[config.mk]
export PLATFORM = sky130hd
export DESIGN_NAME = swioc_top
export DESIGN_NICKNAME = d
export VERILOG_FILES = /design/src/hw/swioc_top.v
export VERILOG_INCLUDE_DIRS = /design/src /design/src/hw
export SDC_FILE = /design/constraint.sdc
export NUM_CORES = 1
export LEC_CHECK = 0
export BUFFER_PORTS_ARGS = -buffer_cell sky130_fd_sc_hd__buf_2
export CORE_UTILIZATION = 45
export DETAILED_ROUTE_END_ITERATION = 10
export HOLD_SLACK_MARGIN = 0.1
export SYNTH_ARGS = -nofsm -noshare
export SYNTH_HDL_FRONTEND = slang
export SYNTH_SLANG_ARGS = --single-unit
[constraint.sdc]
create_clock -name sys_clk -period 5.25 [get_ports sys_clk]
set_input_delay 0.525 -clock sys_clk [delete_from_list [all_inputs] [get_ports sys_clk]]
set_output_delay 0.525 -clock sys_clk [all_outputs]
set_load 0.02 [all_outputs]
[src/hw/swioc_defines.vh]
// constants for the switching input/output conditioning block
`ifndef SWIOC_DEFINES_VH
`define SWIOC_DEFINES_VH
`define SWIOC_CLK_HZ        25000000
`define SWIOC_TICK_MS       1
`define SWIOC_TICK_CYC      ((`SWIOC_CLK_HZ / 1000) * `SWIOC_TICK_MS)
`define SWIOC_CHAR_OPEN     8'h2B
`define SWIOC_CHAR_CLOSE    8'h2D
`define SWIOC_ADDR_CTRL     8'h00
`define SWIOC_ADDR_IN0_T    8'h04
`define SWIOC_ADDR_IN0_P    8'h08
`define SWIOC_ADDR_IN1_T    8'h0C
`define SWIOC_ADDR_IN1_P    8'h10
`define SWIOC_ADDR_OUT0_T   8'h14
`define SWIOC_ADDR_OUT0_E   8'h18
`define SWIOC_ADDR_OUT1_T   8'h1C
`define SWIOC_ADDR_OUT1_E   8'h20
`define SWIOC_ADDR_REF      8'h24
`define SWIOC_ADDR_STATUS   8'h28
`define SWIOC_CTRL_RST      32'h0000_0000
`define SWIOC_RESP_OKAY     2'b00
`define SWIOC_RESP_SLVERR   2'b10
`endif

[src/hw/swioc_top.v]
// switching input/output conditioning with an AXI4-Lite register file
//
// Our own choices: the AXI4-Lite register port and the register offsets.
`timescale 1ns/10ps
`include "swioc_defines.vh"

module swioc_top #(
    parameter TICK_CYC = `SWIOC_TICK_CYC
) (
    input  wire        sys_clk,
    input  wire        nrst,
    input  wire [1:0]  trigger_input,
    output reg  [1:0]  switched_output,
    input  wire        rx_valid,
    input  wire [7:0]  rx_char,
    input  wire        decode_done,
    input  wire [31:0] decode_code,
    output reg         gate_open_q,
    output reg         send_no_read_string,
    output reg         send_code,
    output reg  [3:0]  event_pulse,
    input  wire [7:0]  s_axi_awaddr,
    input  wire        s_axi_awvalid,
    output reg         s_axi_awready,
    input  wire [31:0] s_axi_wdata,
    input  wire [3:0]  s_axi_wstrb,
    input  wire        s_axi_wvalid,
    output reg         s_axi_wready,
    output reg  [1:0]  s_axi_bresp,
    output reg         s_axi_bvalid,
    input  wire        s_axi_bready,
    input  wire [7:0]  s_axi_araddr,
    input  wire        s_axi_arvalid,
    output reg         s_axi_arready,
    output reg  [31:0] s_axi_rdata,
    output reg  [1:0]  s_axi_rresp,
    output reg         s_axi_rvalid,
    input  wire        s_axi_rready
);

////////////////////////////////////////////////////////////////////////////////
// register file
reg  [31:0] ctrl_q;
reg  [31:0] in_t_q   [0:1];
reg  [31:0] in_p_q   [0:1];
reg  [31:0] out_t_q  [0:1];
reg  [31:0] out_e_q  [0:1];
reg  [31:0] ref_q;
reg  [7:0]  wadr_q;
reg  [31:0] wdat_q;
reg  [3:0]  wstb_q;
reg         aw_have_q;
reg         w_have_q;
wire [31:0] status_w;
integer     k;

function [31:0] swioc_mask;
    input [31:0] old_v;
    input [31:0] new_v;
    input [3:0]  be;
    integer b;
    begin
        swioc_mask = old_v;
        for (b = 0; b < 4; b = b + 1) begin
            if (be[b]) begin
                swioc_mask[b*8 +: 8] = new_v[b*8 +: 8];
            end
        end
    end
endfunction

function swioc_mapped;
    input [7:0] a;
    begin
        swioc_mapped = (a[1:0] == 2'b00) && (a <= `SWIOC_ADDR_STATUS);
    end
endfunction

always @(posedge sys_clk or negedge nrst) begin
    if (!nrst) begin
        s_axi_awready <= 1'b0;
        s_axi_wready  <= 1'b0;
        s_axi_bvalid  <= 1'b0;
        s_axi_bresp   <= `SWIOC_RESP_OKAY;
        aw_have_q     <= 1'b0;
        w_have_q      <= 1'b0;
        wadr_q        <= 8'h00;
        wdat_q        <= 32'h0000_0000;
        wstb_q        <= 4'h0;
        ctrl_q        <= `SWIOC_CTRL_RST;
        ref_q         <= 32'h0000_0000;
        for (k = 0; k < 2; k = k + 1) begin
            in_t_q[k]  <= 32'h0000_0000;
            in_p_q[k]  <= 32'h0000_0000;
            out_t_q[k] <= 32'h0000_0000;
            out_e_q[k] <= 32'h0000_0000;
        end
    end else begin
        s_axi_awready <= !aw_have_q && !s_axi_awready && !s_axi_bvalid;
        s_axi_wready  <= !w_have_q && !s_axi_wready && !s_axi_bvalid;
        if (s_axi_awvalid && s_axi_awready) begin
            aw_have_q <= 1'b1;
            wadr_q    <= s_axi_awaddr;
        end
        if (s_axi_wvalid && s_axi_wready) begin
            w_have_q <= 1'b1;
            wdat_q   <= s_axi_wdata;
            wstb_q   <= s_axi_wstrb;
        end
        if (aw_have_q && w_have_q) begin
            aw_have_q    <= 1'b0;
            w_have_q     <= 1'b0;
            s_axi_bvalid <= 1'b1;
            s_axi_bresp  <= swioc_mapped(wadr_q) && (wadr_q != `SWIOC_ADDR_STATUS) ?
                            `SWIOC_RESP_OKAY : `SWIOC_RESP_SLVERR;
            if (wadr_q == `SWIOC_ADDR_CTRL) begin
                ctrl_q <= swioc_mask(ctrl_q, wdat_q, wstb_q);
            end else if (wadr_q == `SWIOC_ADDR_IN0_T) begin
                in_t_q[0] <= swioc_mask(in_t_q[0], wdat_q, wstb_q);
            end else if (wadr_q == `SWIOC_ADDR_IN0_P) begin
                in_p_q[0] <= swioc_mask(in_p_q[0], wdat_q, wstb_q);
            end else if (wadr_q == `SWIOC_ADDR_IN1_T) begin
                in_t_q[1] <= swioc_mask(in_t_q[1], wdat_q, wstb_q);
            end else if (wadr_q == `SWIOC_ADDR_IN1_P) begin
                in_p_q[1] <= swioc_mask(in_p_q[1], wdat_q, wstb_q);
            end else if (wadr_q == `SWIOC_ADDR_OUT0_T) begin
                out_t_q[0] <= swioc_mask(out_t_q[0], wdat_q, wstb_q);
            end else if (wadr_q == `SWIOC_ADDR_OUT0_E) begin
                out_e_q[0] <= swioc_mask(out_e_q[0], wdat_q, wstb_q);
            end else if (wadr_q == `SWIOC_ADDR_OUT1_T) begin
                out_t_q[1] <= swioc_mask(out_t_q[1], wdat_q, wstb_q);
            end else if (wadr_q == `SWIOC_ADDR_OUT1_E) begin
                out_e_q[1] <= swioc_mask(out_e_q[1], wdat_q, wstb_q);
            end else if (wadr_q == `SWIOC_ADDR_REF) begin
                ref_q <= swioc_mask(ref_q, wdat_q, wstb_q);
            end
        end
        if (s_axi_bvalid && s_axi_bready) begin
            s_axi_bvalid <= 1'b0;
        end
    end
end

always @(posedge sys_clk or negedge nrst) begin
    if (!nrst) begin
        s_axi_arready <= 1'b0;
        s_axi_rvalid  <= 1'b0;
        s_axi_rdata   <= 32'h0000_0000;
        s_axi_rresp   <= `SWIOC_RESP_OKAY;
    end else begin
        s_axi_arready <= !s_axi_arready && !s_axi_rvalid;
        if (s_axi_arvalid && s_axi_arready) begin
            s_axi_rvalid <= 1'b1;
            s_axi_rresp  <= swioc_mapped(s_axi_araddr) ? `SWIOC_RESP_OKAY : `SWIOC_RESP_SLVERR;
            if (s_axi_araddr == `SWIOC_ADDR_CTRL) begin
                s_axi_rdata <= ctrl_q;
            end else if (s_axi_araddr == `SWIOC_ADDR_IN0_T) begin
                s_axi_rdata <= in_t_q[0];
            end else if (s_axi_araddr == `SWIOC_ADDR_IN0_P) begin
                s_axi_rdata <= in_p_q[0];
            end else if (s_axi_araddr == `SWIOC_ADDR_IN1_T) begin
                s_axi_rdata <= in_t_q[1];
            end else if (s_axi_araddr == `SWIOC_ADDR_IN1_P) begin
                s_axi_rdata <= in_p_q[1];
            end else if (s_axi_araddr == `SWIOC_ADDR_OUT0_T) begin
                s_axi_rdata <= out_t_q[0];
            end else if (s_axi_araddr == `SWIOC_ADDR_OUT0_E) begin
                s_axi_rdata <= out_e_q[0];
            end else if (s_axi_araddr == `SWIOC_ADDR_OUT1_T) begin
                s_axi_rdata <= out_t_q[1];
            end else if (s_axi_araddr == `SWIOC_ADDR_OUT1_E) begin
                s_axi_rdata <= out_e_q[1];
            end else if (s_axi_araddr == `SWIOC_ADDR_REF) begin
                s_axi_rdata <= ref_q;
            end else if (s_axi_araddr == `SWIOC_ADDR_STATUS) begin
                s_axi_rdata <= status_w;
            end else begin
                s_axi_rdata <= 32'h0000_0000;
            end
        end else if (s_axi_rvalid && s_axi_rready) begin
            s_axi_rvalid <= 1'b0;
        end
    end
end

////////////////////////////////////////////////////////////////////////////////
// 1 ms timebase
reg  [15:0] div_q;
reg         tick_q;
always @(posedge sys_clk or negedge nrst) begin
    if (!nrst) begin
        div_q  <= 16'h0000;
        tick_q <= 1'b0;
    end else if (div_q == TICK_CYC[15:0] - 16'h0001) begin
        div_q  <= 16'h0000;
        tick_q <= 1'b1;
    end else begin
        div_q  <= div_q + 16'h0001;
        tick_q <= 1'b0;
    end
end

////////////////////////////////////////////////////////////////////////////////
// gate events and decode result (ctrl: bits 3:0 event bit of input 0, 7:4 input 1)
wire [1:0] in_act;
reg  [1:0] in_act_q;
reg        decoded_q;
wire [1:0] in_rise = in_act & ~in_act_q;
wire [1:0] in_fall = ~in_act & in_act_q;
wire       ser_open  = rx_valid && (rx_char == `SWIOC_CHAR_OPEN);
wire       ser_close = rx_valid && (rx_char == `SWIOC_CHAR_CLOSE);
wire [3:0] ev_in0 = ctrl_q[3:0];
wire [3:0] ev_in1 = ctrl_q[7:4];
// event 0 is reading-gate control: the conditioned input going active opens, going inactive closes
wire       g_open  = ser_open || (in_rise[0] && ev_in0[0]) || (in_rise[1] && ev_in1[0]);
wire       g_close = ser_close || (in_fall[0] && ev_in0[0]) || (in_fall[1] && ev_in1[0]);
wire       ref_match = decode_done && (decode_code == ref_q);

always @(posedge sys_clk or negedge nrst) begin
    if (!nrst) begin
        in_act_q            <= 2'b00;
        gate_open_q         <= 1'b0;
        decoded_q           <= 1'b0;
        send_no_read_string <= 1'b0;
        send_code           <= 1'b0;
        event_pulse         <= 4'h0;
    end else begin
        in_act_q            <= in_act;
        send_code           <= gate_open_q && decode_done;
        send_no_read_string <= gate_open_q && g_close && !decoded_q && !decode_done;
        event_pulse         <= ({4{in_rise[0]}} & ev_in0) | ({4{in_rise[1]}} & ev_in1);
        if (g_open && !gate_open_q) begin
            gate_open_q <= 1'b1;
            decoded_q   <= 1'b0;
        end else if (g_close) begin
            gate_open_q <= 1'b0;
        end else if (gate_open_q && decode_done) begin
            decoded_q <= 1'b1;
        end
    end
end

////////////////////////////////////////////////////////////////////////////////
// input conditioning; timing word: 7:0 debounce, 15:8 on-delay, 23:16 pulse,
// 31:24 off-delay; polarity word bit 0 inverts the input
localparam S_IDLE = 4'b0001;
localparam S_DEB  = 4'b0010;
localparam S_ON   = 4'b0100;
localparam S_ACT  = 4'b1000;
genvar gi;
generate
    for (gi = 0; gi < 2; gi = gi + 1) begin : g_in
        reg  [3:0] st_q;
        reg  [7:0] cnt_q;
        reg  [7:0] off_q;
        reg        act_q;
        wire       lvl  = trigger_input[gi] ^ in_p_q[gi][0];
        wire [7:0] deb  = in_t_q[gi][7:0];
        wire [7:0] dly  = in_t_q[gi][15:8];
        wire [7:0] dur  = in_t_q[gi][23:16];
        wire [7:0] offd = in_t_q[gi][31:24];
        assign in_act[gi] = act_q;
        always @(posedge sys_clk or negedge nrst) begin
            if (!nrst) begin
                st_q  <= S_IDLE;
                cnt_q <= 8'h00;
                off_q <= 8'h00;
                act_q <= 1'b0;
            end else begin
                case (st_q)
                    S_IDLE: begin
                        act_q <= 1'b0;
                        cnt_q <= 8'h00;
                        if (lvl) begin
                            st_q <= S_DEB;
                        end
                    end
                    S_DEB: begin
                        if (!lvl) begin
                            st_q <= S_IDLE;
                        end else if (cnt_q >= deb) begin
                            st_q  <= S_ON;
                            cnt_q <= 8'h00;
                        end else if (tick_q) begin
                            cnt_q <= cnt_q + 8'h01;
                        end
                    end
                    S_ON: begin
                        if (cnt_q >= dly) begin
                            st_q  <= S_ACT;
                            act_q <= 1'b1;
                            cnt_q <= 8'h00;
                            off_q <= 8'h00;
                        end else if (tick_q) begin
                            cnt_q <= cnt_q + 8'h01;
                        end
                    end
                    default: begin
                        if (dur != 8'h00) begin
                            if (tick_q) begin
                                cnt_q <= cnt_q + 8'h01;
                            end
                            if (cnt_q >= dur) begin
                                act_q <= 1'b0;
                                if (!lvl) begin
                                    st_q <= S_IDLE;
                                end
                            end
                        end else if (lvl) begin
                            off_q <= 8'h00;
                        end else if (off_q >= offd) begin
                            act_q <= 1'b0;
                            st_q  <= S_IDLE;
                        end else if (tick_q) begin
                            off_q <= off_q + 8'h01;
                        end
                    end
                endcase
            end
        end
    end
endgenerate

////////////////////////////////////////////////////////////////////////////////
// outputs; timing word 15:0 pulse, 31:16 delay; event word 6:0 activation
// enables, 14:8 deactivation enables, 16 invert, 17 negative reference mode
// events: 0 gate open, 1 gate close, 2 decode, 3 no-read, 4 ref compare (activation only, bit 12 never deactivates),
// 5 input 0 active, 6 input 1 active
wire [1:0] out_lvl;
wire [6:0] ev_vec;
assign ev_vec[0] = g_open && !gate_open_q;
assign ev_vec[1] = g_close && gate_open_q;
assign ev_vec[2] = decode_done;
assign ev_vec[3] = gate_open_q && g_close && !decoded_q && !decode_done;
assign ev_vec[4] = 1'b0;
assign ev_vec[5] = in_rise[0];
assign ev_vec[6] = in_rise[1];
generate
    for (gi = 0; gi < 2; gi = gi + 1) begin : g_out
        reg  [15:0] dcnt_q;
        reg  [15:0] pcnt_q;
        reg         pend_q;
        reg         on_q;
        wire        refev = decode_done && (out_e_q[gi][17] ? !ref_match : ref_match);
        wire        act   = |(ev_vec[6:0] & out_e_q[gi][6:0]) || (out_e_q[gi][4] && refev);
        wire        deact = |(ev_vec[6:0] & out_e_q[gi][14:8]);
        assign out_lvl[gi] = on_q;
        always @(posedge sys_clk or negedge nrst) begin
            if (!nrst) begin
                dcnt_q <= 16'h0000;
                pcnt_q <= 16'h0000;
                pend_q <= 1'b0;
                on_q   <= 1'b0;
            end else if (deact && (pend_q || on_q)) begin
                pend_q <= 1'b0;
                on_q   <= 1'b0;
            end else if (act && !pend_q && !on_q) begin
                pend_q <= 1'b1;
                dcnt_q <= 16'h0000;
            end else if (pend_q) begin
                if (dcnt_q >= out_t_q[gi][31:16]) begin
                    pend_q <= 1'b0;
                    on_q   <= 1'b1;
                    pcnt_q <= 16'h0000;
                end else if (tick_q) begin
                    dcnt_q <= dcnt_q + 16'h0001;
                end
            end else if (on_q) begin
                if (pcnt_q >= out_t_q[gi][15:0]) begin
                    on_q <= 1'b0;
                end else if (tick_q) begin
                    pcnt_q <= pcnt_q + 16'h0001;
                end
            end
        end
    end
endgenerate

always @(posedge sys_clk or negedge nrst) begin
    if (!nrst) begin
        switched_output <= 2'b00;
    end else begin
        switched_output <= out_lvl ^ {out_e_q[1][16], out_e_q[0][16]};
    end
end

assign status_w = {26'h0, decoded_q, gate_open_q, out_lvl, in_act};

endmodule // swioc_top

After elaboration in Yosys (flattened, before gate mapping)

Cells that the tools add are included.

Register bits after elaboration: 546
Input port bits: 103
Output and inout port bits: 50
Word-level logic and storage cells: 467

Add/sub/neg operators: 9
$lt $le $gt $ge: 14
Equal/unequal tests: 63
Mux-type cells: 124
Bitwise gates (word level): 31
Reductions and logical operators: 148

Operators with widths:

| operator                | number |
|---|---|
| $mux W32                | 10 |
| $mux W16                | 19 |
| $mux W8                 | 20 |
| $add A16 B1 Y16 const B | 5 |
| $mux W4                 | 18 |
| $eq A8 B5 Y1 const B    | 8 |
| $ge A16 B16 Y1          | 4 |
| $ge A8 B8 Y1            | 8 |
| $eq A8 B6 Y1 const B    | 7 |
| $pmux W8 S3             | 2 |
| $reduce_and A12 Y1      | 4 |
| $mux W1                 | 46 |
| $reduce_and A11 Y1      | 4 |
| $reduce_and A7 Y1       | 6 |
| $reduce_and A10 Y1      | 4 |
| $reduce_and A5 Y1       | 8 |
| $logic_and A1 B1 Y1     | 36 |
| $reduce_and A6 Y1       | 6 |
| $reduce_and A9 Y1       | 4 |
| $add A8 B1 Y8 const B   | 4 |
| $eq A32 B32 Y1          | 1 |
| $eq A8 B4 Y1 const B    | 4 |
| $pmux W8 S2             | 2 |
| $reduce_and A8 Y1       | 4 |
| 41 further kinds        | 155 |

Depth between registers and ports, before layout

Gate-level depths: netlist of the first run.

Depth after elaboration: 15
Mapped depth: 12
Mapped depth without buffers: 10

Worst setup path after synthesis of the first run

Ideal clock, no wire load.

Path type: register to register
From: register g_out[1].dcnt_q[0]
To: register g_out[1].dcnt_q[13]
Library setup time: 0.132 ns
Data arrival time: 2.510 ns
Required time: 5.118 ns
Slack: 2.608 ns
Stages on the path, launching flop included: 12
Buffers on the path: 1
Period minus slack after synthesis: 2.642 ns
Cell sequence: dfrtp_1 inv_1 ha_1 nand2b_1 a2111oi_2 nor4_1 o311a_4 nor4b_4 buf_6 nand3_1 xor2_1 nor2_1

Cells in the longest elaborated chain, start to end: 5
Elaborated cells on any way between the ends: 8
Those cells by class: 1 x add/sub; 1 x order compare; 1 x eq/ne; 4 x mux; 1 x reduce/logical

Ends and longest elaborated chain:

| what                   | RTL line        | text |
|---|---|---|
| from (decl)            | swioc_top.v:340 | `reg [15:0] dcnt_q;` |
| from (signal assigned) | swioc_top.v:366 | `dcnt_q <= dcnt_q + 16'h0001;` |
| $add A16 B1 Y16        | swioc_top.v:366 |  |
| $mux W16               | swioc_top.v:365 | `end else if (tick_q) begin` |
| $mux W16               | swioc_top.v:361 | `if (dcnt_q >= out_t_q[gi][31:16]) begin` |
| $mux W16               | swioc_top.v:360 | `end else if (pend_q) begin` |
| $mux W16               | swioc_top.v:357 | `end else if (act && !pend_q && !on_q) begin` |

Several ways; a longest one is shown, not always the timed one. The select of a mux whose other input is x is not followed.
A chain may end at the register's enable or synchronous reset.

Final worst setup path of the first run

From: register ref_q[2]
To: register g_out[0].dcnt_q[13]

Cells in the longest elaborated chain, start to end: 11
Elaborated cells on any way between the ends: 14
Those cells by class: 2 x eq/ne; 2 x mux; 10 x reduce/logical

Ends and longest elaborated chain:

| what                                                                       | RTL line        | text |
|---|---|---|
| from (decl)                                                                | swioc_top.v:48  | `reg [31:0] ref_q;` |
| from (signal assigned)                                                     | swioc_top.v:135 | `ref_q <= swioc_mask(ref_q, wdat_q, wstb_q);` |
| $eq A32 B32 Y1 (*)                                                         | swioc_top.v:217 | `wire ref_match = decode_done && (decode_code == ref_q);` |
| $logic_and A1 B1 Y1 (*)                                                    | swioc_top.v:217 |  |
| $logic_not A1 Y1                                                           | swioc_top.v:344 | `wire refev = decode_done && (out_e_q[gi][17] ? !ref_match : ref_match);` |
| $mux W1 (*)                                                                | swioc_top.v:344 |  |
| $logic_and A1 B1 Y1 (*)                                                    | swioc_top.v:344 |  |
| $logic_and A1 B1 Y1 (*)                                                    | swioc_top.v:345 | `wire act = \|(ev_vec[6:0] & out_e_q[gi][6:0]) \|\| (out_e_q[gi][4] && refev);` |
| $logic_or A1 B1 Y1 (*)                                                     | swioc_top.v:345 |  |
| $logic_and A1 B1 Y1 (*) (2 in series)                                      | swioc_top.v:357 |  |
| $ne A2 B2 Y1 (no source line) / $reduce_bool A2 Y1 (equally long branches) | n/a             |  |
| $reduce_and A4 Y1 (no source line)                                         | n/a             |  |
| to (signal assigned)                                                       | swioc_top.v:366 |  |
| to (decl)                                                                  | swioc_top.v:340 |  |

Every way passes the cells marked *; elsewhere a longest branch is shown, timed or not.

==> impl_metrics.json, run 1 <==
{
  "synth_cell_types": 88,
  "slowest_delay_ps": 920,
  "die_w_um": 251,
  "ys_warn_count": 0,
  "routed_wl_um": 82800,
  "via_per_inst": 6.06,
  "drt_iter0_markers": 1877,
  "rsz0062_at_grt": "false",
  "fin_setup_tns_ps": 0,
  "synth_edf_count": 0,
  "coreArea_sq_um": 60800,
  "path_clk_slew_ps": 60,
  "die_height_um": 251,
  "drc": 0,
  "cp_max_fo": 17,
  "grt_pass1_vias": 20700,
  "grt_start_max_net_pins": 160,
  "postCtsSetupRepairBufs": 0,
  "antenna_found_initial": 0,
  "ys_ff_latch": 544,
  "clock-sinks": 544,
  "track_usage": 0.264,
  "n_fill_cell": 5368,
  "status": "finished, final reports clean",
  "place_hpwl_um": 60300,
  "max_clock_freq_ghz": 0.265,
  "insertion_delay_ps": 620,
  "finClkSkew_ps": 17.0,
  "finalHoldViolations": 0,
  "cts-root-buf": "clkbuf_16",
  "synth_flop_cell": "dfrtp_1",
  "slew_violations": 0,
  "crit_chain": "xnor2_1 > nand4_1 > nor3_1 > nand3_1 > xnor2_1 > nand3_1 > a211oi_2 > nor2_1",
  "layout_common_cells": "542 x dfrtp_1, 360 x mux2_2, 150 x nor2_1, 149 x inv_1, 149 x buf_2",
  "diodes": 0,
  "async_flop_share": 1.00,
  "seq_area_frac_synth": 0.488,
  "htreeDepth": 2,
  "crit_slowest_cell": "a211oi_2",
  "num-nets-final": 2860,
  "worstPathRequired_ps": 5710,
  "cp.arrival_ps": 4230,
  "final_antenna_net_count": 0,
  "p_per_area_nw_per_um2": 412,
  "fin_area_sq_um": 31400,
  "mostFrequentLayoutCell": "dfrtp_1",
  "drv_cap": 0,
  "ioPinCount": 153,
  "placed_area_sq_um": 29400,
  "first_pass_iters": 7,
  "grt-ovfl-total": 0,
  "start_util": 0.459,
  "start_kind": "flip-flop",
  "grt_pass1_wl_um": 127000,
  "globalplace.congestion": 0.888,
  "numCtsBuffers": 59,
  "routedWlPerCell_um": 24.0,
  "row_count": 90,
  "hold_class": "in2reg",
  "peakVddDrop_v": 0.000443,
  "end_kind": "flip-flop",
  "p_leak_nw": 14.6,
  "critical_path_class": "reg2reg",
  "place.port_buffers": 150,
  "syn_area_sq_um": 27900,
  "cts_tree": "done",
  "setup_viol": 0,
  "drive_gt1_frac": 0.252,
  "slew_headroom": 0.0593,
  "vias": 20900,
  "syn_area_per_cell_sq_um": 11.1,
  "area_growth_pct": 12.5,
  "period_minus_slack_ps": 3770,
  "period_share": 0.718,
  "synth_cells": 2504,
  "clockBufferDepth": 3,
  "worst_pin_slew_ps": 1410,
  "die-area_sq_um": 63000
}
==> report_power, final <==
part / switching [mW] / internal [mW]
clock: 1.75 / 2.54
combinational: 1.48 / 1.11
sequential: 1.21 / 4.84
==> final cells by class <==
cell class                 count  area, sq um  share of cell area
inverter                     149          559              0.0178
sequential                   544        13600               0.433
tap                          782          978              0.0311
clock inverter                27          302             0.00960
clock buffer                  81         1690              0.0538
multi-input combinational   1692        13300               0.423
timing repair buffer         174          986              0.0314
==> flip-flops by register name, summed over array words and instances (netlist names), 32 cells and up <==
name,flops
ctrl_q,32
g_out.dcnt_q,32
g_out.pcnt_q,32
in_p_q,64
out_e_q,64
out_t_q,64
ref_q,32
s_axi_rdata,32
wdat_q,32
==> metrics by stage <==
stage | power (mW) | std cells | hold WS (ps) | setup WS (ps) | util
2_1_floorplan | 7.42 | 2505 | 229 | 2610 | -
3_3_place_gp | 8.57 | 3338 | 433 | 1420 | 0.483
3_5_place_dp | 8.65 | 3338 | 445 | 1470 | 0.483
4_1_cts | 13.0 | 3449 | 111 | 1630 | 0.517
5_1_grt | 13.5 | 3449 | 130 | 1220 | 0.517
6_report | 12.9 | 3449 | 138 | 1480 | 0.517
==> final timing paths <==
path	start	end	slack, ps	cells past startpoint
setup reg to reg	ref_q[2]	g_out[0].dcnt_q[13]	1480	8
hold reg to reg	s_axi_rvalid	s_axi_arready	450	1
min in group asynchronous	nrst	g_in[1].off_q[0]	400	2
hold / removal	s_axi_awaddr[1]	wadr_q[1]	140	2
max in group asynchronous	nrst	g_out[1].pcnt_q[8]	3520	3
setup / recovery	ref_q[2]	g_out[0].dcnt_q[13]	1480	8
==> synthesized netlist by cell type (13+ instances only) <==
master,instances,share of area
dfrtp_1,542,0.49
mux2_2,360,0.15
nor2_1,155,0.021
inv_1,149,0.020
ha_1,137,0.061
nand2_1,137,0.018
clkbuf_1,104,0.014
o21ai_0,100,0.018
a22oi_1,91,0.024
nand3_1,72,0.013
a21oi_1,64,0.011
xnor2_1,64,0.020
nand4_1,42,0.0094
xor2_1,40,0.013
a21o_1,33,0.0089
and3_1,30,0.0067
nor4_1,29,0.0065
nand2b_1,26,0.0058
a222oi_1,25,0.0090
nor3_1,25,0.0045
a41oi_1,20,0.0063
o31ai_1,18,0.0048
a221oi_1,15,0.0047
or4_1,15,0.0040
a31oi_1,13,0.0029
o2111ai_1,13,0.0041
==> metal layers <==
layer | vias to the layer above | GRT usage | share of wire
li1 | 9406 | - | -
met1 | 10700 | 0.378 | 0.45
met2 | 688 | 0.417 | 0.46
met3 | 109 | 0.0431 | 0.066
met4 | 0 | 0.0672 | 0.022
met5 | - | 0 | 0
==> worst max-delay path: cells and delay by family (launching register included) <==
family	cells	cell delay, ps
AND/OR/NAND/NOR	5	1270
XOR/XNOR	2	990
AO/OA/AOI/OAI	1	920
flip-flops	1	420
==> cell families after synthesis <==
group | share of synthesized area
and+or+nand+nor | 0.109
DFF | 0.488
AOI/OAI and AO/OA | 0.124
muxes | 0.147
buffers and inverters | 0.0379
adders and majority gates | 0.0614
xor gates and xnor gates | 0.0326
other | 0.000134
==> what timing repair did <==
action,4_1_cts,5_1_grt
hold endpoints to repair,38,0
hold buffers,3,0
gates resized for setup,0,0
(Power assumes the default switching activity.)
==> inputs of run 2 (changes only) <==
==> constraint.sdc (replaced) <==
create_clock -name sys_clk -period 3.85 [get_ports sys_clk]
set_input_delay 0.385 -clock sys_clk [delete_from_list [all_inputs] [get_ports sys_clk]]
set_output_delay 0.385 -clock sys_clk [all_outputs]
set_load 0.02 [all_outputs]
==> impl_metrics.json, run 2 (synthesis gave the netlist of run 1 again) <==
{
  "drv_cap": 0,
  "grt_pass1_vias": 20800,
  "start_util": 0.459,
  "cts_hold_buf": 49,
  "placed_area_sq_um": 29600,
  "drive_gt1_frac": 0.252,
  "crit_chain": "inv_1 > ha_1 > nand2b_1 > a21o_1 > a211oi_1 > o21ai_1 > a2111oi_0 > o21ai_0 > nand4_1 > mux2_2",
  "routedWlPerCell_um": 23.7,
  "reg2reg_depth": 10,
  "r2r-start": "g_in[1].off_q[0]",
  "globalplace.congestion": 0.895,
  "hold_class": "in2reg",
  "place.port_buffers": 150,
  "area_growth_pct": 15.1,
  "clockBufferDepth": 3,
  "rsz0062_at_grt": "false",
  "vias": 21100,
  "row_count": 90,
  "crit_start": "g_in[1].off_q[0]",
  "first_pass_iters": 9,
  "holdWs_ps": 198,
  "worstPathRequired_ps": 4340,
  "routed_wl_um": 83200,
  "period_share": 0.861,
  "max_clock_freq_ghz": 0.302,
  "hp-start": "decode_done",
  "path_clk_slew_ps": 60,
  "cts-root-buf": "clkbuf_16",
  "reg2reg_setup_slack_ps": 540,
  "finClkSkew_ps": 16.8,
  "grt-ovfl-total": 0,
  "final_antenna_net_count": 0,
  "p_leak_nw": 14.9,
  "multi_input_area_sq_um": 13300,
  "timing.rr.end": "g_in[1].st_q[1]",
  "drc": 0,
  "grt_start_max_net_pins": 108,
  "worst_pin_slew_ps": 1050,
  "drt_iter0_markers": 1890,
  "htreeDepth": 2,
  "power_mw": 18.0,
  "clock-sinks": 544,
  "cp_max_fo": 5,
  "via_per_inst": 6.00,
  "start_kind": "flip-flop",
  "slew_headroom": 0.298,
  "timing.critical_path.to": "g_in[1].st_q[1]",
  "layout_common_cells": "542 x dfrtp_1, 360 x mux2_2, 150 x nor2_1, 149 x inv_1, 149 x buf_2",
  "period_minus_slack_ps": 3310,
  "final_util": 0.529,
  "peakVddDrop_v": 0.000507,
  "place_inst": 3354,
  "coreArea_sq_um": 60800,
  "ioPinCount": 153,
  "seq_area_sq_um": 13600,
  "setup_viol": 0,
  "finalHoldViolations": 0,
  "die_w_um": 251,
  "grt_pass1_wl_um": 129000,
  "die_height_um": 251,
  "fin_area_sq_um": 32100,
  "fin_ws_ps": 536,
  "dp_slack_ps": 652,
  "status": "finished, final reports clean",
  "critical_path_class": "reg2reg",
  "fin_setup_tns_ps": 0,
  "antenna_found_initial": 0,
  "insertion_delay_ps": 620,
  "track_usage": 0.266,
  "mostFrequentLayoutCell": "dfrtp_1",
  "postCtsSetupRepairBufs": 0,
  "top_regs": "in_p_q: 64 flops, out_e_q: 64 flops, out_t_q: 64 flops",
  "final_cells": 3508,
  "cp.arrival_ps": 3810,
  "place_hpwl_um": 60500,
  "num-nets-final": 2922,
  "cts_tree": "done",
  "numCtsBuffers": 59,
  "p_per_area_nw_per_um2": 561,
  "n_fill_cell": 5359,
  "crit_slowest_cell": "a2111oi_0",
  "cts_resized": 0,
  "end_kind": "flip-flop",
  "die-area_sq_um": 63000,
  "diodes": 0,
  "slew_violations": 0,
  "slowest_delay_ps": 750
}
[run 2: worst max-delay path: cells and delay by family (launching register included)]
kind / cells / cell delay, ps
mux: 1 / 380
flops: 1 / 400
simple gates: 2 / 480
compound gates: 5 / 1610
fa+ha+maj: 1 / 280
buf+inv: 1 / 60
[run 2: how the worst min path moves through the flow]
stage,slack (ps),end,depth (start not counted)
finish,200,send_no_read_string,2
global route,220,send_no_read_string,2
CTS,160,send_no_read_string,2
detailed placement,400,wdat_q[23],1
global placement,390,wdat_q[27],1
floorplan,90,aw_have_q,0
[run 2: where the power goes]
| part | total (mW) | leakage [nW] | internal (mW) | switching (mW) |
|---|---|---|---|---|
| sequential | 8.25 | 7.38 | 6.60 | 1.65 |
| combinational | 3.62 | 6.49 | 1.58 | 2.05 |
| clock | 6.14 | 1.03 | 3.77 | 2.37 |
[run 2: cell type report]
cell class / count / area share
clock buffers: 83 / 0.0538
multi-input cells: 1692 / 0.413
inverters: 149 / 0.0174
repair buffers: 236 / 0.0499
clock inverters: 22 / 0.0115
well taps: 782 / 0.0304
flip-flops and latches: 544 / 0.424
[run 2: routing by layer]
metal / global-route usage / vias to the layer above / wire length (um)
met2: 0.415 / 708 / 37600
met3: 0.0418 / 120 / 5070
met1: 0.382 / 10700 / 38300
li1: - / 9531 / -
met4: 0.0808 / 0 / 2240
met5: 0 / - / 0
